<file path="config.mk">
export PLATFORM = sky130hd
export DESIGN_NAME = rtc_ctrl
export DESIGN_NICKNAME = d
export VERILOG_FILES = /design/src/rtl/rtc_pkg.sv /design/src/rtl/rtc_ctrl.sv /design/src/rtl/rtc_tick.sv
export VERILOG_INCLUDE_DIRS = /design/src /design/src/rtl
export SDC_FILE = /design/constraint.sdc
export NUM_CORES = 1
export LEC_CHECK = 0
export ABC_AREA = 1
export BUFFER_PORTS_ARGS = -buffer_cell sky130_fd_sc_hd__buf_2
export CAP_MARGIN = 20
export CORE_AREA = 2 2 170 256
export DETAILED_ROUTE_END_ITERATION = 10
export DIE_AREA = 0 0 172 258
export GPL_ROUTABILITY_DRIVEN = 0
export PLACE_DENSITY = 0.49
export SLEW_MARGIN = 20
export SYNTH_ARGS = -nofsm -noshare
export SYNTH_HDL_FRONTEND = slang
export SYNTH_SLANG_ARGS = --single-unit
</file>
<file path="constraint.sdc">
create_clock -name clk -period 3.2 [get_ports clk]
set_input_delay 0.32 -clock clk [delete_from_list [all_inputs] [get_ports clk]]
set_output_delay 0.32 -clock clk [all_outputs]
set_load 0.005 [all_outputs]
</file>
<file path="src/rtl/rtc_cfg.svh">
// Offsets, field positions, reset values and timing counts of the clock control block.
`ifndef RTC_CFG_SVH
`define RTC_CFG_SVH

// ************************************************************
// Register map: the top sixteen locations of the address space.
// ************************************************************
`define RTC_TOP_BLOCK 15'h7FFF
`define RTC_ADDR_FLAGS 19'h7FFF0
`define RTC_ADDR_SPARE 19'h7FFF1
`define RTC_ADDR_ALM_SEC 19'h7FFF2
`define RTC_ADDR_ALM_DATE 19'h7FFF5
`define RTC_ADDR_ALM_EN 19'h7FFF6
`define RTC_ADDR_WDOG 19'h7FFF7
`define RTC_ADDR_CTRL 19'h7FFF8
`define RTC_SEL_FLAGS 4'h0
`define RTC_SEL_SPARE 4'h1
`define RTC_SEL_ALM_SEC 4'h2
`define RTC_SEL_ALM_DATE 4'h5
`define RTC_SEL_ALM_EN 4'h6
`define RTC_SEL_WDOG 4'h7

// ************************************************************
// Field positions.
// ************************************************************
`define RTC_CTRL_WRITE_HALT 7
`define RTC_CTRL_READ_HALT 6
`define RTC_SEC_OSC_STOP 7
`define RTC_DAY_FREQ_TEST 6
`define RTC_EN_ALARM_IRQ 7
`define RTC_EN_ALARM_BACKUP 5
`define RTC_WD_ROUTE 7
`define RTC_ALM_MASK_BIT 7
`define RTC_FLAG_WATCHDOG 7
`define RTC_FLAG_ALARM 6

// ************************************************************
// Timekeeping slots, reset values and BCD limits.
// ************************************************************
`define RTC_IX_CENT 3'h0
`define RTC_IX_SEC 3'h1
`define RTC_IX_MIN 3'h2
`define RTC_IX_HOUR 3'h3
`define RTC_IX_DAY 3'h4
`define RTC_IX_DATE 3'h5
`define RTC_IX_MONTH 3'h6
`define RTC_IX_YEAR 3'h7
`define RTC_KEEP_CTRL 8'hC0
`define RTC_KEEP_SEC 8'h80
`define RTC_KEEP_DAY 8'h40
`define RTC_BYTE_ZERO 8'h00
`define RTC_ONE_BCD 8'h01
`define RTC_MAX_SEC 8'h59
`define RTC_MAX_HOUR 8'h23
`define RTC_MAX_DAY 8'h07
`define RTC_MAX_MONTH 8'h12
`define RTC_MAX_YEAR 8'h99
`define RTC_MAX_CENT 8'h39

// ************************************************************
// Timing.
// ************************************************************
`define RTC_CLK_HZ 50000000
`define RTC_FT_HZ 512
`define RTC_TICK_CYC (`RTC_CLK_HZ / (2 * `RTC_FT_HZ))
`define RTC_WD_PULSE_MIN_MS 40
`define RTC_WD_PULSE_CYC ((`RTC_WD_PULSE_MIN_MS * `RTC_CLK_HZ + 999) / 1000)
`define RTC_TICKS_PER_16TH 64
`define RTC_TICKS_PER_SEC 1024

`endif

</file>
<file path="src/rtl/rtc_pkg.sv">
// Types shared by the clock control block.
package rtc_pkg;
    typedef logic [7:0] rtc_byte_t;
    typedef logic [10:0] rtc_wd_count_t;
    typedef enum logic [1:0] {
        RTC_RES_16TH,
        RTC_RES_QUARTER,
        RTC_RES_SECOND,
        RTC_RES_FOUR
    } rtc_res_t;
endpackage

</file>
<file path="src/rtl/rtc_ctrl.sv">
// Clock control: timekeeping registers, alarm, frequency test and watchdog.
//
// Notes on behaviour
// - Write-halt bit freezes user timekeeping registers.
// - Host loads 24-hour BCD time while halted.
// - Clearing write-halt copies user values into counters.
// - 512 Hz on output under test conditions.
// - Power-up clears test, watchdog and alarm enables.
// - Mask bits choose the alarm repeat rate.
// - Undefined mask patterns alarm every second.
// - Match sets alarm flag; enable drives output.
// - Flags access releases alarm interrupt output.
// - Alarm flag clears at end of access.
// - On battery, output needs both alarm enables.
// - Power-up clears enables; match still sets flag.
// - Watchdog multiplier bits 6-2, resolution 1-0.
// - Timeout equals multiplier times resolution period.
// - Timeout sets flag and holds interrupt.
// - Route zero sends timeout to shared output.
// - Route one pulses reset output low.
// - Route one clears watchdog and test bit.
// - Watchdog access restarts the timeout count.
// - Zero in watchdog register disables it.
// - Enabled route-zero watchdog suppresses the test square wave.
// - Read-halt freezes user registers, counting continues.
// - Seconds bit 7 stops the oscillator.
`timescale 1ns/1ns
`include "rtc_cfg.svh"

module rtc_ctrl #(
    parameter int unsigned TICK_CYC = `RTC_TICK_CYC,
    parameter int unsigned PULSE_CYC = `RTC_WD_PULSE_CYC
) (
    input wire logic clk,
    input wire logic rst,
    input wire logic on_battery,
    input wire logic ce_n,
    input wire logic oe_n,
    input wire logic we_n,
    input wire logic [18:0] addr,
    input wire logic [7:0] data_i,
    output logic [7:0] data_o,
    output logic data_oe,
    output logic interrupt_or_test_out_o,
    output logic interrupt_or_test_out_oe,
    output logic rst_out_o,
    output logic rst_out_oe
);
    localparam int unsigned PW = $clog2(PULSE_CYC + 1);
    localparam logic [PW-1:0] PULSE_LOAD = PW'(PULSE_CYC);
    localparam logic [PW-1:0] PULSE_ONE = PW'(1);

    // ************************************************************
    // Helper functions.
    // ************************************************************

    // Bits of a user slot that belong to control, not to the count.
    function automatic rtc_pkg::rtc_byte_t keep_mask(input logic [2:0] ix);
        case (ix)
            `RTC_IX_CENT: keep_mask = `RTC_KEEP_CTRL;
            `RTC_IX_SEC: keep_mask = `RTC_KEEP_SEC;
            `RTC_IX_DAY: keep_mask = `RTC_KEEP_DAY;
            default: keep_mask = `RTC_BYTE_ZERO;
        endcase
    endfunction

    // BCD increment with wrap; the top bit reports the wrap.
    function automatic logic [8:0] bcd_inc(input rtc_pkg::rtc_byte_t v,
                                           input rtc_pkg::rtc_byte_t maxv,
                                           input rtc_pkg::rtc_byte_t minv);
        if (v >= maxv) begin
            bcd_inc = {1'b1, minv};
        end else if (v[3:0] == 4'h9) begin
            bcd_inc = {1'b0, v[7:4] + 4'h1, 4'h0};
        end else begin
            bcd_inc = {1'b0, v[7:4], v[3:0] + 4'h1};
        end
    endfunction

    // Last date of a month; a year divisible by four is a leap year.
    function automatic rtc_pkg::rtc_byte_t month_len(input rtc_pkg::rtc_byte_t mon,
                                                     input rtc_pkg::rtc_byte_t yr);
        logic [1:0] rem;
        rem = yr[1:0] + {yr[4], 1'b0};
        case (mon)
            8'h02: month_len = (rem == 2'h0) ? 8'h29 : 8'h28;
            8'h04, 8'h06, 8'h09, 8'h11: month_len = 8'h30;
            default: month_len = 8'h31;
        endcase
    endfunction

    // Alarm decision from the mask pattern and the field matches.
    function automatic logic alarm_hit(input logic [3:0] m, input logic s, input logic mi,
                                       input logic h, input logic d);
        case (m)
            4'hF: alarm_hit = 1'b1;
            4'hE: alarm_hit = s;
            4'hC: alarm_hit = s && mi;
            4'h8: alarm_hit = s && mi && h;
            4'h0: alarm_hit = s && mi && h && d;
            default: alarm_hit = 1'b1;
        endcase
    endfunction

    // Timeout length in sixteenths of a second.
    function automatic rtc_pkg::rtc_wd_count_t wd_period(input logic [4:0] mult,
                                                         input rtc_pkg::rtc_res_t res);
        rtc_pkg::rtc_wd_count_t base;
        base = {6'h00, mult};
        case (res)
            rtc_pkg::RTC_RES_16TH: wd_period = base;
            rtc_pkg::RTC_RES_QUARTER: wd_period = base << 2;
            rtc_pkg::RTC_RES_SECOND: wd_period = base << 4;
            rtc_pkg::RTC_RES_FOUR: wd_period = base << 6;
            default: wd_period = base;
        endcase
    endfunction

    // ************************************************************
    // State.
    // ************************************************************
    rtc_pkg::rtc_byte_t ext_q [0:7];
    rtc_pkg::rtc_byte_t int_q [0:7];
    rtc_pkg::rtc_byte_t step_d [0:7];
    rtc_pkg::rtc_byte_t alm_q [0:3];
    rtc_pkg::rtc_byte_t spare_q;
    rtc_pkg::rtc_byte_t alm_en_q;
    rtc_pkg::rtc_byte_t wd_q;
    rtc_pkg::rtc_byte_t rdata_d;
    rtc_pkg::rtc_wd_count_t wd_cnt_q;
    logic [PW-1:0] pulse_q;
    logic alarm_flag_q, watchdog_flag_q, alm_irq_q, wd_irq_q;
    logic flags_acc_q, w_prev_q, sec_evt_q, ft_sq_q;
    logic tick_1k, tick_1s, wd_tick;
    logic [5:0] wd_sub_q;

    // ************************************************************
    // Access decode.
    // ************************************************************
    logic hit, wr, rd, flags_acc, flags_end, wd_acc, w_fall, wd_en, wd_to;
    logic write_halt, read_halt, osc_run, freq_test_bit, alarm_irq_enable, backup_enable;
    logic watchdog_route, ft_on, alm_evt;
    logic [3:0] sel;
    logic [3:0] alarm_match_masks;
    logic [4:0] watchdog_multiplier;
    rtc_pkg::rtc_res_t watchdog_resolution;

    assign hit = (addr[18:4] == `RTC_TOP_BLOCK);
    assign sel = addr[3:0];
    assign wr = !ce_n && !we_n && hit;
    assign rd = !ce_n && !oe_n && we_n && hit;
    assign flags_acc = (wr || rd) && (sel == `RTC_SEL_FLAGS);
    assign flags_end = flags_acc_q && !flags_acc;
    assign wd_acc = (wr || rd) && (sel == `RTC_SEL_WDOG);
    assign write_halt = ext_q[`RTC_IX_CENT][`RTC_CTRL_WRITE_HALT];
    assign read_halt = ext_q[`RTC_IX_CENT][`RTC_CTRL_READ_HALT];
    assign osc_run = !ext_q[`RTC_IX_SEC][`RTC_SEC_OSC_STOP];
    assign freq_test_bit = ext_q[`RTC_IX_DAY][`RTC_DAY_FREQ_TEST];
    assign alarm_irq_enable = alm_en_q[`RTC_EN_ALARM_IRQ];
    assign backup_enable = alm_en_q[`RTC_EN_ALARM_BACKUP];
    assign watchdog_route = wd_q[`RTC_WD_ROUTE];
    assign watchdog_multiplier = wd_q[6:2];
    assign watchdog_resolution = rtc_pkg::rtc_res_t'(wd_q[1:0]);
    assign w_fall = w_prev_q && !write_halt;
    assign alarm_match_masks = {alm_q[3][`RTC_ALM_MASK_BIT], alm_q[2][`RTC_ALM_MASK_BIT],
                                alm_q[1][`RTC_ALM_MASK_BIT], alm_q[0][`RTC_ALM_MASK_BIT]};

    rtc_tick #(
        .TICK_CYC(TICK_CYC)
    ) u_tick (
        .clk(clk),
        .rst(rst),
        .run(osc_run),
        .tick_1k(tick_1k),
        .tick_16(),
        .tick_1s(tick_1s)
    );

    // ************************************************************
    // Calendar.
    // ************************************************************

    // One second step of the internal counters, rippling carries upward.
    always_comb begin
        logic [8:0] r;
        logic c;
        r = 9'h000;
        c = 1'b0;
        for (int i = 0; i < 8; i++) begin
            step_d[i] = int_q[i];
        end
        r = bcd_inc(int_q[`RTC_IX_SEC], `RTC_MAX_SEC, `RTC_BYTE_ZERO);
        step_d[`RTC_IX_SEC] = r[7:0];
        c = r[8];
        if (c) begin
            r = bcd_inc(int_q[`RTC_IX_MIN], `RTC_MAX_SEC, `RTC_BYTE_ZERO);
            step_d[`RTC_IX_MIN] = r[7:0];
            c = r[8];
        end
        if (c) begin
            r = bcd_inc(int_q[`RTC_IX_HOUR], `RTC_MAX_HOUR, `RTC_BYTE_ZERO);
            step_d[`RTC_IX_HOUR] = r[7:0];
            c = r[8];
        end
        if (c) begin
            r = bcd_inc(int_q[`RTC_IX_DAY], `RTC_MAX_DAY, `RTC_ONE_BCD);
            step_d[`RTC_IX_DAY] = r[7:0];
            r = bcd_inc(int_q[`RTC_IX_DATE],
                        month_len(int_q[`RTC_IX_MONTH], int_q[`RTC_IX_YEAR]), `RTC_ONE_BCD);
            step_d[`RTC_IX_DATE] = r[7:0];
            c = r[8];
        end
        if (c) begin
            r = bcd_inc(int_q[`RTC_IX_MONTH], `RTC_MAX_MONTH, `RTC_ONE_BCD);
            step_d[`RTC_IX_MONTH] = r[7:0];
            c = r[8];
        end
        if (c) begin
            r = bcd_inc(int_q[`RTC_IX_YEAR], `RTC_MAX_YEAR, `RTC_BYTE_ZERO);
            step_d[`RTC_IX_YEAR] = r[7:0];
            c = r[8];
        end
        if (c) begin
            r = bcd_inc(int_q[`RTC_IX_CENT], `RTC_MAX_CENT, `RTC_BYTE_ZERO);
            step_d[`RTC_IX_CENT] = r[7:0];
        end
    end

    // Internal counters keep running under either halt; release of write-halt reloads them.
    always_ff @(posedge clk) begin
        if (rst) begin
            for (int i = 0; i < 8; i++) begin
                int_q[i] <= `RTC_BYTE_ZERO;
            end
            int_q[`RTC_IX_DAY] <= `RTC_ONE_BCD;
            int_q[`RTC_IX_DATE] <= `RTC_ONE_BCD;
            int_q[`RTC_IX_MONTH] <= `RTC_ONE_BCD;
        end else if (w_fall) begin
            for (int i = 0; i < 8; i++) begin
                int_q[i] <= ext_q[i] & ~keep_mask(3'(i));
            end
        end else if (tick_1s) begin
            for (int i = 0; i < 8; i++) begin
                int_q[i] <= step_d[i];
            end
        end
    end

    // User copy follows the counters unless halted; the copy never overwrites control bits.
    always_ff @(posedge clk) begin
        if (rst) begin
            for (int i = 0; i < 8; i++) begin
                ext_q[i] <= `RTC_BYTE_ZERO;
            end
        end else begin
            if (!write_halt && !read_halt) begin
                for (int i = 0; i < 8; i++) begin
                    ext_q[i] <= (int_q[i] & ~keep_mask(3'(i))) | (ext_q[i] & keep_mask(3'(i)));
                end
            end
            if (wr && sel[3]) begin
                ext_q[sel[2:0]] <= data_i;
            end
            if (wd_to && watchdog_route) begin
                ext_q[`RTC_IX_DAY][`RTC_DAY_FREQ_TEST] <= 1'b0;
            end
        end
    end

    // ************************************************************
    // Alarm.
    // ************************************************************
    assign alm_evt = sec_evt_q && alarm_hit(alarm_match_masks,
        alm_q[0][6:0] == int_q[`RTC_IX_SEC][6:0],
        alm_q[1][6:0] == int_q[`RTC_IX_MIN][6:0],
        alm_q[2][5:0] == int_q[`RTC_IX_HOUR][5:0],
        alm_q[3][5:0] == int_q[`RTC_IX_DATE][5:0]);

    // Compare one cycle after the step, against the freshly counted value.
    always_ff @(posedge clk) begin
        if (rst) begin
            sec_evt_q <= 1'b0;
            w_prev_q <= 1'b0;
            flags_acc_q <= 1'b0;
        end else begin
            sec_evt_q <= tick_1s && !w_fall;
            w_prev_q <= write_halt;
            flags_acc_q <= flags_acc;
        end
    end

    // Alarm settings, spare byte and enables; enables clear on power-up.
    always_ff @(posedge clk) begin
        if (rst) begin
            for (int i = 0; i < 4; i++) begin
                alm_q[i] <= `RTC_BYTE_ZERO;
            end
            spare_q <= `RTC_BYTE_ZERO;
            alm_en_q <= `RTC_BYTE_ZERO;
        end else if (wr) begin
            if (sel >= `RTC_SEL_ALM_SEC && sel <= `RTC_SEL_ALM_DATE) begin
                alm_q[2'(sel - `RTC_SEL_ALM_SEC)] <= data_i;
            end
            if (sel == `RTC_SEL_SPARE) begin
                spare_q <= data_i;
            end
            if (sel == `RTC_SEL_ALM_EN) begin
                alm_en_q <= data_i;
            end
        end
    end

    // A match sets the flag even during reset, so it can be read after power-up.
    always_ff @(posedge clk) begin
        if (alm_evt) begin
            alarm_flag_q <= 1'b1;
        end else if (rst || flags_end) begin
            alarm_flag_q <= 1'b0;
        end
    end

    // Interrupt from the alarm; a new match wins over a release in the same cycle.
    always_ff @(posedge clk) begin
        if (rst) begin
            alm_irq_q <= 1'b0;
        end else if (alm_evt && alarm_irq_enable && (!on_battery || backup_enable)) begin
            alm_irq_q <= 1'b1;
        end else if (flags_acc) begin
            alm_irq_q <= 1'b0;
        end
    end

    // ************************************************************
    // Watchdog.
    // ************************************************************
    assign wd_en = (watchdog_multiplier != 5'h00);
    assign wd_tick = tick_1k && (wd_sub_q == 6'(`RTC_TICKS_PER_16TH - 1));
    assign wd_to = wd_en && wd_tick && !wd_acc &&
        (wd_cnt_q == wd_period(watchdog_multiplier, watchdog_resolution) - 11'h001);

    // Private sixteenth divider; restarting it with the count keeps a period from running short.
    always_ff @(posedge clk) begin
        if (rst || wd_acc || !wd_en || wd_to) begin
            wd_sub_q <= 6'h00;
        end else if (tick_1k) begin
            wd_sub_q <= wd_sub_q + 6'h01;
        end
    end

    // Any access to the watchdog register restarts the count.
    always_ff @(posedge clk) begin
        if (rst || wd_acc || !wd_en || wd_to) begin
            wd_cnt_q <= 11'h000;
        end else if (wd_tick) begin
            wd_cnt_q <= wd_cnt_q + 11'h001;
        end
    end

    // Register write, and self-clear when the timeout is routed to the reset pin.
    always_ff @(posedge clk) begin
        if (rst) begin
            wd_q <= `RTC_BYTE_ZERO;
        end else if (wd_to && watchdog_route) begin
            wd_q <= `RTC_BYTE_ZERO;
        end else if (wr && sel == `RTC_SEL_WDOG) begin
            wd_q <= data_i;
        end
    end

    // Watchdog flag and interrupt; the timeout wins over a clearing access.
    always_ff @(posedge clk) begin
        if (rst) begin
            watchdog_flag_q <= 1'b0;
            wd_irq_q <= 1'b0;
        end else begin
            if (wd_to) begin
                watchdog_flag_q <= 1'b1;
            end else if (flags_end) begin
                watchdog_flag_q <= 1'b0;
            end
            if (wd_to && !watchdog_route) begin
                wd_irq_q <= 1'b1;
            end else if (flags_acc || wd_acc) begin
                wd_irq_q <= 1'b0;
            end
        end
    end

    // Reset pulse of the least documented length; long, so it is a parameter.
    always_ff @(posedge clk) begin
        if (rst) begin
            pulse_q <= '0;
            rst_out_oe <= 1'b0;
        end else begin
            rst_out_oe <= (wd_to && watchdog_route) || (pulse_q > PULSE_ONE);
            if (wd_to && watchdog_route) begin
                pulse_q <= PULSE_LOAD;
            end else if (pulse_q != '0) begin
                pulse_q <= pulse_q - PULSE_ONE;
            end
        end
    end

    // ************************************************************
    // Shared interrupt and test pin, data bus.
    // ************************************************************
    assign ft_on = freq_test_bit && !alarm_irq_enable && osc_run &&
        (watchdog_route || wd_q == `RTC_BYTE_ZERO);

    // Square wave toggles on each 1024 Hz strobe; the pin is pulled low on the low half.
    always_ff @(posedge clk) begin
        if (rst) begin
            ft_sq_q <= 1'b1;
            interrupt_or_test_out_oe <= 1'b0;
            interrupt_or_test_out_o <= 1'b0;
            rst_out_o <= 1'b0;
        end else begin
            if (!ft_on) begin
                ft_sq_q <= 1'b1;
            end else if (tick_1k) begin
                ft_sq_q <= !ft_sq_q;
            end
            interrupt_or_test_out_oe <= alm_irq_q || wd_irq_q || (ft_on && !ft_sq_q);
            interrupt_or_test_out_o <= 1'b0;
            rst_out_o <= 1'b0;
        end
    end

    // Read data selection.
    always_comb begin
        rdata_d = `RTC_BYTE_ZERO;
        case (sel)
            `RTC_SEL_FLAGS: begin
                rdata_d[`RTC_FLAG_WATCHDOG] = watchdog_flag_q;
                rdata_d[`RTC_FLAG_ALARM] = alarm_flag_q;
            end
            `RTC_SEL_SPARE: rdata_d = spare_q;
            `RTC_SEL_ALM_EN: rdata_d = alm_en_q;
            `RTC_SEL_WDOG: rdata_d = wd_q;
            default: begin
                if (sel[3]) begin
                    rdata_d = ext_q[sel[2:0]];
                end else begin
                    rdata_d = alm_q[2'(sel - `RTC_SEL_ALM_SEC)];
                end
            end
        endcase
    end

    // Registered read path: one cycle from a sampled read to driven data.
    always_ff @(posedge clk) begin
        if (rst) begin
            data_o <= `RTC_BYTE_ZERO;
            data_oe <= 1'b0;
        end else begin
            data_o <= rdata_d;
            data_oe <= rd;
        end
    end
endmodule

</file>
<file path="src/rtl/rtc_tick.sv">
// Time base: derives 1024 Hz, 16 Hz and 1 Hz strobes from the system clock.
`timescale 1ns/1ns
`include "rtc_cfg.svh"

module rtc_tick #(
    parameter int unsigned TICK_CYC = `RTC_TICK_CYC
) (
    input wire logic clk,
    input wire logic rst,
    input wire logic run,
    output logic tick_1k,
    output logic tick_16,
    output logic tick_1s
);
    localparam int unsigned CW = $clog2(TICK_CYC + 1);
    localparam logic [CW-1:0] LAST = CW'(TICK_CYC - 1);
    localparam logic [9:0] SUB_16 = 10'(`RTC_TICKS_PER_16TH - 1);
    localparam logic [9:0] SUB_1S = 10'(`RTC_TICKS_PER_SEC - 1);

    logic [CW-1:0] cnt_q;
    logic [9:0] sub_q;
    logic step;

    assign step = run && (cnt_q == LAST);

    // Prescaler clears while the oscillator is stopped, so time does not drift forward.
    always_ff @(posedge clk) begin
        if (rst || !run || step) begin
            cnt_q <= '0;
        end else begin
            cnt_q <= cnt_q + CW'(1);
        end
    end

    // Sub-second counter and the registered strobes.
    always_ff @(posedge clk) begin
        if (rst) begin
            sub_q <= 10'h000;
            tick_1k <= 1'b0;
            tick_16 <= 1'b0;
            tick_1s <= 1'b0;
        end else begin
            tick_1k <= step;
            tick_16 <= step && ((sub_q & SUB_16) == SUB_16);
            tick_1s <= step && (sub_q == SUB_1S);
            if (step) begin
                sub_q <= sub_q + 10'h001;
            end
        end
    end
endmodule

</file>
Word-level counts from Yosys, hierarchy flattened --
Memories as Yosys holds them, arrays and structs flattened. Index checks and enable logic that the tools add are counted.
Word-level totals: bits of input ports 33, register bits after elaboration 109, memories 3, bits in writable memories 160, word-level logic and storage cells 356
Operators by class: $lt $le $gt $ge 11, eq/ne operators 32, reduce and logical (&&, ||, !) cells 76, bitwise operators 75, multiplexer cells 112, $add $sub $neg 24
Memory list:
- ext_q | words 8, bits a word 8, read ports 9, clocked after Yosys merged registers in 0, write ports 9, RTL line rtc_ctrl.sv:122 | rtc_pkg::rtc_byte_t ext_q [0:7];
- int_q | words 8, bits a word 8, read ports 8, clocked after Yosys merged registers in 0, write ports 8, RTL line rtc_ctrl.sv:123 | rtc_pkg::rtc_byte_t int_q [0:7];
- alm_q | words 4, bits a word 8, read ports 5, clocked after Yosys merged registers in 0, write ports 4, RTL line rtc_ctrl.sv:125 | rtc_pkg::rtc_byte_t alm_q [0:3];
Operator list (number):
- 8-bit 2-to-1 mux | 61
- 8-bit AND | 24
- 4-bit by 1-bit adder with 4-bit output (second input constant) | 16
- 8-bit inverter | 8
- 8-bit bitwise OR | 8
- 9-bit 2-to-1 mux | 6
- 4-bit == test (second input constant) | 11
- 11-bit case mux with 4 select lines | 1
- 21-bit 2-to-1 mux | 2
- 1-bit 2-to-1 mux | 36
- 1-bit logical AND | 32
- 1-bit bitwise OR | 28
- 6-bit case mux with 4 select lines | 1
- 21-bit by 1-bit greater-than comparator with 1-bit output (second input constant) | 1
- 21-bit nonzero test | 1
- 21-bit by 1-bit subtractor with 21-bit output (second input constant) | 1
- 16-bit by 1-bit adder with 16-bit output (second input constant) | 1
- 16-bit == test (second input constant) | 1
- 8-bit by 3-bit == test with 1-bit output (second input constant) | 2
- 8-bit by 6-bit greater-or-equal comparator with 1-bit output (second input constant) | 2
- 8-bit by 7-bit greater-or-equal comparator with 1-bit output (second input constant) | 2
- 16-bit 2-to-1 mux | 1
- 15-bit == test (second input constant) | 1
- 7-bit == test | 2
- other kinds (42) | 81

Depth between registers and ports, before layout --
Gate-level depths: netlist of the first run.
word-level depth 16, gate-level depth with buffers 18, gate-level depth less buffers 17

By module --
A second synthesis of the first run with hierarchy kept.
Second synthesis, totals: cells, all modules 1838, area total of the unflattened synthesis 15019.4 um2
Modules (own cells, without submodules):
- rtc_ctrl | area an instance 13495.4 um2, times used 1, cells an instance 1618
- rtc_tick | area an instance 1524.0 um2, times used 1, cells an instance 220

Worst setup path before layout of the first run --
Ideal clock, no wire load.
path type reg-to-reg, from memory int_q[1][22] (netlist name), to memory int_q[0][4] (netlist name), enable pin, path buffers 0, data arrival time 2310 ps, path slack 528 ps, cell stages (with the launch flop) 16, clock period less this slack 2672 ps, cells stage by stage edfxtp_1 nor2_1 inv_1 nor3_1 nand3_1 ha_1 inv_1 nor2_1 nand2_1 nand2_1 nand2_1 nand3_1 inv_1 nor3_1 nand4_1 o21ai_0
RTL lines (RTL line):
- start: declaration | rtc_ctrl.sv:123

==> impl_metrics.py, run 1 <==
metrics = {
    "worst_setup_path": {
        "r2r_start": "int_q[1][18]",
        "critPathArrivalTime_ps": 3200,
        "r2r_cells": 15,
        "critPathLaunchType": "register",
        "rr_endpoint": "int_q[0][6]",
        "required_ps": 3500,
        "startpoint": "int_q[1][18]",
        "endpoint": "int_q[0][6]",
        "r2r_setup_slack_ps": 290,
        "end_kind": "register",
        "path_max_fanout": 7,
        "critical_path_class": "reg2reg",
    },
    "grt": {
        "grt_overflow": 0,
        "grt_max_degree": 51,
        "first_global_vias": 12700,
        "grt_pass1_wl_um": 72700,
        "track_usage_pct": 21.4,
        "antenna_found_initial": 1,
    },
    "detailed_routing": {
        "drc": 0,
        "via_per_inst": 5.19,
        "wire_per_inst_um": 19.1,
        "finalWirelength_um": 47300,
        "drt_iter0_drc": 896,
        "num_vias": 12900,
        "dr.pass1.iters": 7,
        "antenna_left": 0,
    },
    "synth": {
        "synth_top_area_share_pct": 32.7,
        "synth_cell_types": 56,
        "synthArstFlopShare_pct": 0,
        "ys.flop_type": "edfxtp_1",
        "netlist_top_cells_area": "edfxtp_1, dfxtp_1, nand2_1",
        "synth_edf_count": 159,
        "postSynthCellCount": 1827,
        "yosysWarnings": 0,
        "syn_area_um2": 14600,
        "synth_seq_cells": 269,
        "postSynthAreaPerCell_um2": 8.00,
        "synth_seq_area_share_pct": 47.7,
        "yosys.area.top_type": "edfxtp_1",
    },
    "sta": {
        "worst_pin_slew_ps": 1070,
        "finalCritPeriodShare_pct": 90.8,
        "rsz0062_at_grt": "false",
        "setup_viol": 0,
        "fin_setup_tns_ps": 0,
        "fmax_mhz": 344,
        "relSlewSlack_pct": 28.8,
        "finalHoldViolCount": 0,
        "period_minus_slack_ps": 2910,
        "whs_ps": 97.8,
        "fin_skew_ps": 15.8,
        "slew_violations": 0,
        "final.setup.worst_slack_ps": 295,
    },
    "clock_tree": {
        "cts.repair.resized": 0,
        "cts.clk_slew.worst_paths_ps": 60,
        "clock-sinks": 269,
        "cts_tree": "built",
        "clk_latency_ps": 580,
        "post-cts-setup-buffers": 0,
        "cts_hold_buf": 0,
        "clockRootBuffer": "clkbuf_16",
        "clock_path_buffers": 3,
        "numCtsBuffers": 30,
        "cts.htree.levels": 1,
    },
    "run_status": {
        "status": "complete, no violations",
    },
    "pwr": {
        "power.density_nw_per_um2": 541,
        "total_power_mw": 8.99,
        "power_leakage_nw": 6.53,
        "clock_power_share_pct": 39.1,
        "pwr-share-seq_pct": 45.6,
        "p_comb_share_pct": 15.3,
        "netSwitchingPower_mw": 2.56,
        "netSwitchingFraction_pct": 28.4,
        "p_int_mw": 6.43,
        "ir_drop_uv": 432,
    },
    "layout": {
        "layout_common_cells": "nand2_1, inv_1, nor2_1",
        "diodes": 0,
        "area.sequential_um2": 6980,
        "final_design_area_no_fill_um2": 16600,
        "n_fill_cell": 4487,
        "syn_to_final_growth_pct": 13.7,
        "nets": 1950,
        "multi_input_area_um2": 6490,
        "layout_commonest_cell": "nand2_1",
        "drive_above_1_share_pct": 8.49,
    },
    "worst_hold_path": {
        "min-delay-path-class": "in2reg",
        "whs_path_depth": 4,
    },
    "floorplanning": {
        "rows": 93,
        "io_pins": 46,
        "coreArea_um2": 42400,
        "start_util_pct": 34.5,
        "die_w_um": 172,
        "dieArea_um2": 44400,
        "chipHeight_um": 258,
    },
    "placed_design": {
        "portBuffers": 43,
        "preCtsSetupSlack_ps": 249,
        "hpwl_um": 35500,
        "placed_cell_area_um2": 15600,
    },
    "flow_run": {
        "drv_cap": 0,
    },
}
==> cell usage after synthesis, types with 9 or more instances <==
| library cell | number |
|---|---|
| nor2_1 | 209 |
| nand2_1 | 347 |
| o21ai_0 | 119 |
| o22ai_1 | 39 |
| inv_1 | 228 |
| ha_1 | 32 |
| nor3_1 | 49 |
| xnor2_1 | 26 |
| xor2_1 | 35 |
| a22oi_1 | 13 |
| nand4_1 | 35 |
| dfxtp_1 | 110 |
| nor4_1 | 13 |
| a21oi_1 | 96 |
| edfxtp_1 | 159 |
| clkbuf_1 | 54 |
| nand3_1 | 157 |
| o211ai_1 | 9 |
==> per-stage QoR <==
stage                     utilization (%)  instances
after floorplan                         -       1831
after global placement               36.9       2423
after detailed placement             36.9       2423
after CTS                            39.2       2479
after global routing                 39.2       2479
final                                39.2       2479
==> layout make-up <==
type	count	share of cell area (%)
clock inverters	8	0.429
inverters	233	5.28
clock buffers	48	5.54
well taps	570	4.29
repair buffers	90	3.42
flip-flops and latches	269	42.0
multi-input cells	1261	39.1
==> worst min path at each step <==
stage | slack (ps) | endpoint | start
final | 100 | data_oe | oe_n
after global routing | 130 | w_prev_q | rst
after CTS | 90 | w_prev_q | rst
after detailed placement | 450 | u_tick.sub_q[8] | u_tick.sub_q[8]
after global placement | 440 | u_tick.cnt_q[0] | u_tick.cnt_q[0]
after floorplan | 420 | u_tick.cnt_q[0] | u_tick.cnt_q[0]
==> sequential cells by signal, summed over array words and instances, names as in the netlist, 8 cells and up <==
register / count
spare_q: 8
int_q: 64
alm_en_q: 8
ext_q: 64
u_tick.cnt_q: 16
pulse_q: 21
u_tick.sub_q: 10
wd_q: 8
data_o: 8
alm_q: 32
wd_cnt_q: 11
==> routing by layer <==
layer  part of all wire, %  wire [µm]  GRT usage [%]  up-vias
li1                      -          -              -     6288
met1                    39      18300           24.0     6154
met2                    53      25000           40.3      334
met3                   4.1       1950           2.22       89
met4                   4.3       2050           9.10        0
met5                     0          0              0        -
==> worst max-delay path, cell delays in order (launching register included) <==
cell,delay (ps)
edfxtp_1,490
nor4_1,410
a31oi_1,70
o21ai_0,180
a21oi_1,70
ha_1,180
nand2_1,60
nand2_1,50
nand2_1,50
nand2_1,40
nand3_1,120
inv_1,90
nor3_1,240
nand4_1,220
o21ai_0,200
buf_4,160
==> power by group through the flow <==
stage | logic [mW] | clock network, mW | registers (mW)
after detailed placement | 1.37 | 0 | 4.17
after global placement | 1.36 | 0 | 4.17
final | 1.37 | 3.52 | 4.10
after CTS | 1.38 | 3.58 | 4.10
after global routing | 1.56 | 3.71 | 4.12
after floorplan | 0.986 | 0 | 4.10
==> cell families after synthesis <==
group,after synthesis,share of synthesized area (%)
AO/OA/AOI/OAI,319,12.6
multiplexers,1,0.0685
adder cells (fa/ha/maj),32,2.74
other,1,0.0257
flip-flops,269,47.7
XOR/XNOR,61,3.66
buffers and inverters,301,8.01
AND/OR/NAND/NOR,843,25.1
(Power assumes the default switching activity.)
==> inputs of run 2 (changes only) <==
--- a/config.mk
+++ b/config.mk
@@ -9,11 +9,14 @@
 export ABC_AREA = 1
 export BUFFER_PORTS_ARGS = -buffer_cell sky130_fd_sc_hd__buf_2
 export CAP_MARGIN = 20
+export CELL_PAD_IN_SITES_DETAIL_PLACEMENT = 0
+export CELL_PAD_IN_SITES_GLOBAL_PLACEMENT = 1
 export CORE_AREA = 2 2 170 256
 export DETAILED_ROUTE_END_ITERATION = 10
 export DIE_AREA = 0 0 172 258
 export GPL_ROUTABILITY_DRIVEN = 0
-export PLACE_DENSITY = 0.49
+export GPL_TIMING_DRIVEN = 0
+export PLACE_DENSITY = 0.61
 export SLEW_MARGIN = 20
 export SYNTH_ARGS = -nofsm -noshare
 export SYNTH_HDL_FRONTEND = slang
==> impl_metrics.py, run 2 (synthesis gave the netlist of run 1 again) <==
metrics = {
    "run_status": {
        "status": "complete, no violations",
    },
    "sta": {
        "relSlewSlack_pct": 21.2,
        "worst_pin_slew_ps": 1180,
        "rsz0062_at_grt": "false",
        "finalHoldViolCount": 0,
        "finalCritPeriodShare_pct": 93.6,
        "slew_violations": 0,
        "setup_viol": 0,
        "period_minus_slack_ps": 3000,
        "final.setup.worst_slack_ps": 204,
        "fin_skew_ps": 22.0,
        "fmax_mhz": 334,
    },
    "detailed_routing": {
        "dr_wl_met2_um": 26600,
        "via_per_inst": 5.16,
        "top_layer_used": "met5",
        "drt_iter0_drc": 758,
        "drc": 0,
        "met3WireLength_um": 2070,
        "finalWirelength_um": 51500,
        "num_vias": 12900,
        "antenna_left": 0,
        "wire_per_inst_um": 20.6,
        "dr.pass1.iters": 5,
        "drt-met1-wl_um": 19800,
    },
    "worst_setup_path": {
        "crit_path_top_delay_cell": "nor4_1",
        "r2r_cells": 8,
        "path_max_fanout": 10,
        "endpoint": "int_q[0][30]",
        "startpoint": "ext_q[0][7]",
        "critPathLaunchType": "register",
        "slowest_delay_ps": 740,
        "r2r_start": "ext_q[0][7]",
        "critical_path_class": "reg2reg",
        "end_kind": "register",
        "path_cells": "inv_1, nand2_1, nand2_1, nor2_1, inv_1, clkbuf_1, nor2_1, nor4_1",
        "r2r_setup_slack_ps": 200,
        "rr_endpoint": "int_q[0][30]",
        "critPathArrivalTime_ps": 3190,
        "required_ps": 3390,
    },
    "layout": {
        "reg_top3": "ext_q (64), int_q (64), alm_q (32)",
        "drive_above_1_share_pct": 7.09,
        "nets": 1975,
        "layout_commonest_cell": "nand2_1",
        "diodes": 0,
        "layout_common_cells": "nand2_1, inv_1, nor2_1",
        "syn_to_final_growth_pct": 13.6,
    },
    "placed_design": {
        "preCtsSetupSlack_ps": -499,
        "hpwl_um": 39500,
        "portBuffers": 42,
    },
    "clock_tree": {
        "clk_latency_ps": 570,
        "cts_hold_buf": 0,
        "cts.clk_slew.worst_paths_ps": 70,
        "numCtsBuffers": 29,
        "cts.htree.levels": 1,
        "cts_tree": "built",
        "clock_path_buffers": 3,
        "clock-sinks": 269,
        "clockRootBuffer": "clkbuf_16",
    },
    "grt": {
        "grt_max_degree": 14,
        "grt_pass1_wl_um": 77600,
        "track_usage_pct": 23.4,
        "first_global_vias": 12900,
        "antenna_found_initial": 3,
        "grt_overflow": 0,
    },
    "worst_hold_path": {
        "min-delay-path-class": "in2reg",
    },
    "floorplanning": {
        "chipHeight_um": 258,
        "die_w_um": 172,
        "coreArea_um2": 42400,
        "start_util_pct": 34.5,
        "dieArea_um2": 44400,
        "io_pins": 46,
        "rows": 93,
    },
    "pwr": {
        "power_leakage_nw": 6.43,
        "ir_drop_uv": 359,
        "total_power_mw": 8.93,
        "power.density_nw_per_um2": 538,
    },
    "flow_run": {
        "drv_cap": 0,
    },
}
==> run 2: cell count changes in the layout (fill, tap and decap cells not counted), moves of 3 or more <==
cell	previous run	this run
buf_6	0	3
clkinv_2	2	5
clkinv_1	6	3
clkinvlp_2	0	3
buf_4	47	8
o21ai_0	119	114
o21ai_1	1	5
buf_1	0	7
clkbuf_1	10	60
==> run 2: per-stage QoR <==
step / TNS, ps / instance area (µm²) / hold WS [ps] / utilization [%] / instances
global placement: -10830 / 15500 / 433 / 36.7 / 2443
detailed placement: -12730 / 15600 / 440 / 36.7 / 2444
global route: 0 / 16600 / 136 / 39.2 / 2502
floorplan: 0 / 14600 / 418 / - / 1831
CTS: 0 / 16500 / 72.9 / 39.0 / 2497
finish: 0 / 16600 / 90.4 / 39.2 / 2502
==> run 2: worst min path at each step <==
stage / cells past startpoint / startpoint / endpoint
floorplan: 1 / u_tick.cnt_q[0] / u_tick.cnt_q[0]
global placement: 1 / u_tick.cnt_q[0] / u_tick.cnt_q[0]
detailed placement: 1 / u_tick.cnt_q[0] / u_tick.cnt_q[0]
CTS: 4 / on_battery / alm_irq_q
global route: 4 / on_battery / alm_irq_q
finish: 4 / on_battery / alm_irq_q
==> run 2: metal layers <==
layer,vias up,global-route usage [%]
li1,6344,-
met1,6117,26.4
met2,320,42.8
met3,131,2.85
met4,6,12.0
met5,-,0
==> run 2: area by class of cell <==
class,count,area (µm²)
Buffer,68,293
Tap cell,570,713
Clock buffer,42,838
Clock inverter,11,109
Multi-Input combinational cell,1261,6550
Sequential cell,269,6980
Timing Repair Buffer,48,250
Fill cell,4490,25800
Inverter,233,877
==> run 2: where the power goes <==
part / total (mW) / internal (mW) / switching, mW
sequential: 4.10 / 3.90 / 0.198
combinational: 1.38 / 0.475 / 0.906
clock: 3.44 / 1.97 / 1.47
==> run 2: worst max-delay path: cells and delay by family (launching register included) <==
family                 cells  cell delay, ps
buffers and inverters      3             860
DFF                        1             450
and+or+nand+nor            5            1310
==> run 2: repair_timing <==
action,in CTS,in global routing
resized for setup,5,11
setup buffers,0,4
endpoints found under the setup margin,12,27
pin swaps,0,4
==> inputs of run 3 (changes only) <==
--- a/config.mk
+++ b/config.mk
@@ -16,7 +16,7 @@
 export DIE_AREA = 0 0 172 258
 export GPL_ROUTABILITY_DRIVEN = 0
 export GPL_TIMING_DRIVEN = 0
-export PLACE_DENSITY = 0.61
+export PLACE_DENSITY = 0.63
 export SLEW_MARGIN = 20
 export SYNTH_ARGS = -nofsm -noshare
 export SYNTH_HDL_FRONTEND = slang
==> constraint.sdc (replaced) <==
create_clock -name clk -period 2.58 [get_ports clk]
set_input_delay 0.258 -clock clk [delete_from_list [all_inputs] [get_ports clk]]
set_output_delay 0.258 -clock clk [all_outputs]
set_load 0.005 [all_outputs]
==> impl_metrics.py, run 3 (synthesis gave the netlist of run 1 again) <==
metrics = {
    "clock_tree": {
        "cts.htree.levels": 1,
        "clk_latency_ps": 580,
        "numCtsBuffers": 30,
        "clock_path_buffers": 3,
        "clockRootBuffer": "clkbuf_16",
        "cts.clk_slew.worst_paths_ps": 60,
        "cts_tree": "built",
        "clock-sinks": 269,
    },
    "layout": {
        "fin_util_pct": 40.4,
        "syn_to_final_growth_pct": 17.0,
        "drive_above_1_share_pct": 10.7,
        "layout_common_cells": "nand2_1, inv_1, nor2_1",
        "reg_top3": "ext_q (64), int_q (64), alm_q (32)",
        "layout_commonest_cell": "nand2_1",
        "nets": 1995,
        "diodes": 0,
    },
    "worst_setup_path": {
        "slowest_delay_ps": 470,
        "critPathLaunchType": "register",
        "crit_path_top_delay_cell": "edfxtp_1",
        "cp.buffers_inverters": 1,
        "end_kind": "register",
        "critPathArrivalTime_ps": 3000,
        "required_ps": 2850,
        "crit_family": "simple AND/OR/NAND/NOR gates",
        "crit_top_cell": "nand4_1",
        "path_max_fanout": 4,
        "path_cells": "nor4_4, a31oi_1, o21ai_1, a21oi_2, ha_1, nand4_1, nand3_2, inv_4, nor3_4, nand4_1, o21ai_4",
        "critical_path_class": "reg2reg",
    },
    "floorplanning": {
        "rows": 93,
        "chipHeight_um": 258,
        "coreArea_um2": 42400,
        "dieArea_um2": 44400,
        "die_w_um": 172,
        "io_pins": 46,
        "start_util_pct": 34.5,
    },
    "detailed_routing": {
        "dr.pass1.iters": 5,
        "via_per_inst": 5.25,
        "drc": 0,
        "num_vias": 13200,
        "wire_per_inst_um": 20.6,
        "finalWirelength_um": 52100,
        "antenna_left": 0,
        "drt_iter0_drc": 941,
    },
    "pwr": {
        "power.density_nw_per_um2": 657,
        "total_power_mw": 11.2,
        "power_leakage_nw": 6.64,
        "ir_drop_uv": 446,
    },
    "sta": {
        "relSlewSlack_pct": 16.4,
        "rsz0062_at_grt": "true",
        "fin_setup_tns_ps": -1270,
        "fmax_mhz": 367,
        "setup_viol": 16,
        "final.setup.worst_slack_ps": -147,
        "whs_ps": 36.8,
        "slew_violations": 0,
        "period_minus_slack_ps": 2730,
        "fin_skew_ps": 13.9,
        "finalHoldViolCount": 0,
        "worst_pin_slew_ps": 1240,
        "finalCritPeriodShare_pct": 106,
    },
    "flow_run": {
        "drv_cap": 0,
    },
    "grt": {
        "grt_pass1_wl_um": 77600,
        "first_global_vias": 13000,
        "antenna_found_initial": 1,
        "grt_overflow": 0,
        "grt_max_degree": 15,
        "track_usage_pct": 23.3,
    },
    "worst_hold_path": {
        "min-delay-path-class": "in2reg",
    },
    "placed_design": {
        "hpwl_um": 39600,
        "portBuffers": 42,
        "preCtsSetupSlack_ps": -1120,
    },
    "run_status": {
        "status": "finished, violations left",
        "violations": "negative setup slack",
    },
}
## run 3: cell count changes in the layout (fill, tap and decap cells not counted), moves of 5 or more
cell / change
buf_4: +21
clkbuf_1: -8
clkbuf_8: +6
inv_1: -6
nand3_1: -5
nor2_1: -8
nor2_4: +5
## run 3: through the flow
| step | cell area (µm²) | std cells |
|---|---|---|
| after floorplan | 14600 | 1831 |
| after global placement | 15500 | 2443 |
| after detailed placement | 15600 | 2444 |
| after CTS | 16800 | 2514 |
| after global routing | 17100 | 2524 |
| final | 17100 | 2524 |
## run 3: final cells by class
type / instances / area [µm²]
fillers: 4414 / 25300
flip-flops and latches: 269 / 6990
multi-input cells: 1262 / 6770
clock buffers: 50 / 980
inverters: 233 / 883
well taps: 570 / 713
repair buffers: 69 / 438
plain buffers: 65 / 297
clock inverters: 6 / 36.3
## run 3: path summary, 6_finish.rpt
path                                       from               to  slack [ps]  depth (start not counted)
worst max register to register     int_q[1][17]      int_q[0][5]        -150                         11
worst min register to register  u_tick.cnt_q[0]  u_tick.cnt_q[0]         450                          1
worst max-delay path               int_q[1][17]      int_q[0][5]        -150                         11
worst min-delay path                       oe_n          data_oe          40                          4
## run 3: routing by layer
layer / track usage, % / vias up / share of wire, %
li1: - / 6391 / -
met1: 25.9 / 6339 / 37
met2: 43.7 / 394 / 53
met3: 2.85 / 119 / 4.7
met4: 10.6 / 2 / 4.9
met5: 0 / - / 0.025
## run 3: report_power, final
part / internal [mW] / switching, mW / total (mW)
Clock: 2.57 / 1.81 / 4.38
Combinational: 0.609 / 1.15 / 1.76
Sequential: 4.84 / 0.242 / 5.08
Total: 8.02 / 3.21 / 11.2
## run 3: worst min-delay path, cell delays in order
cell     delay [ps]
buf_2           100
nor3_1           60
nand2_1          90
nor2_1           60
## run 3: timing repair
action / CTS / global route
resized for setup: 36 / 49
cloned: 0 / 1
buffers inserted: 16 / 10
endpoints found under the setup margin: 189 / 119
hold buffers: 0 / 0
hold endpoints to repair: 0 / 0
pin swaps: 12 / 15
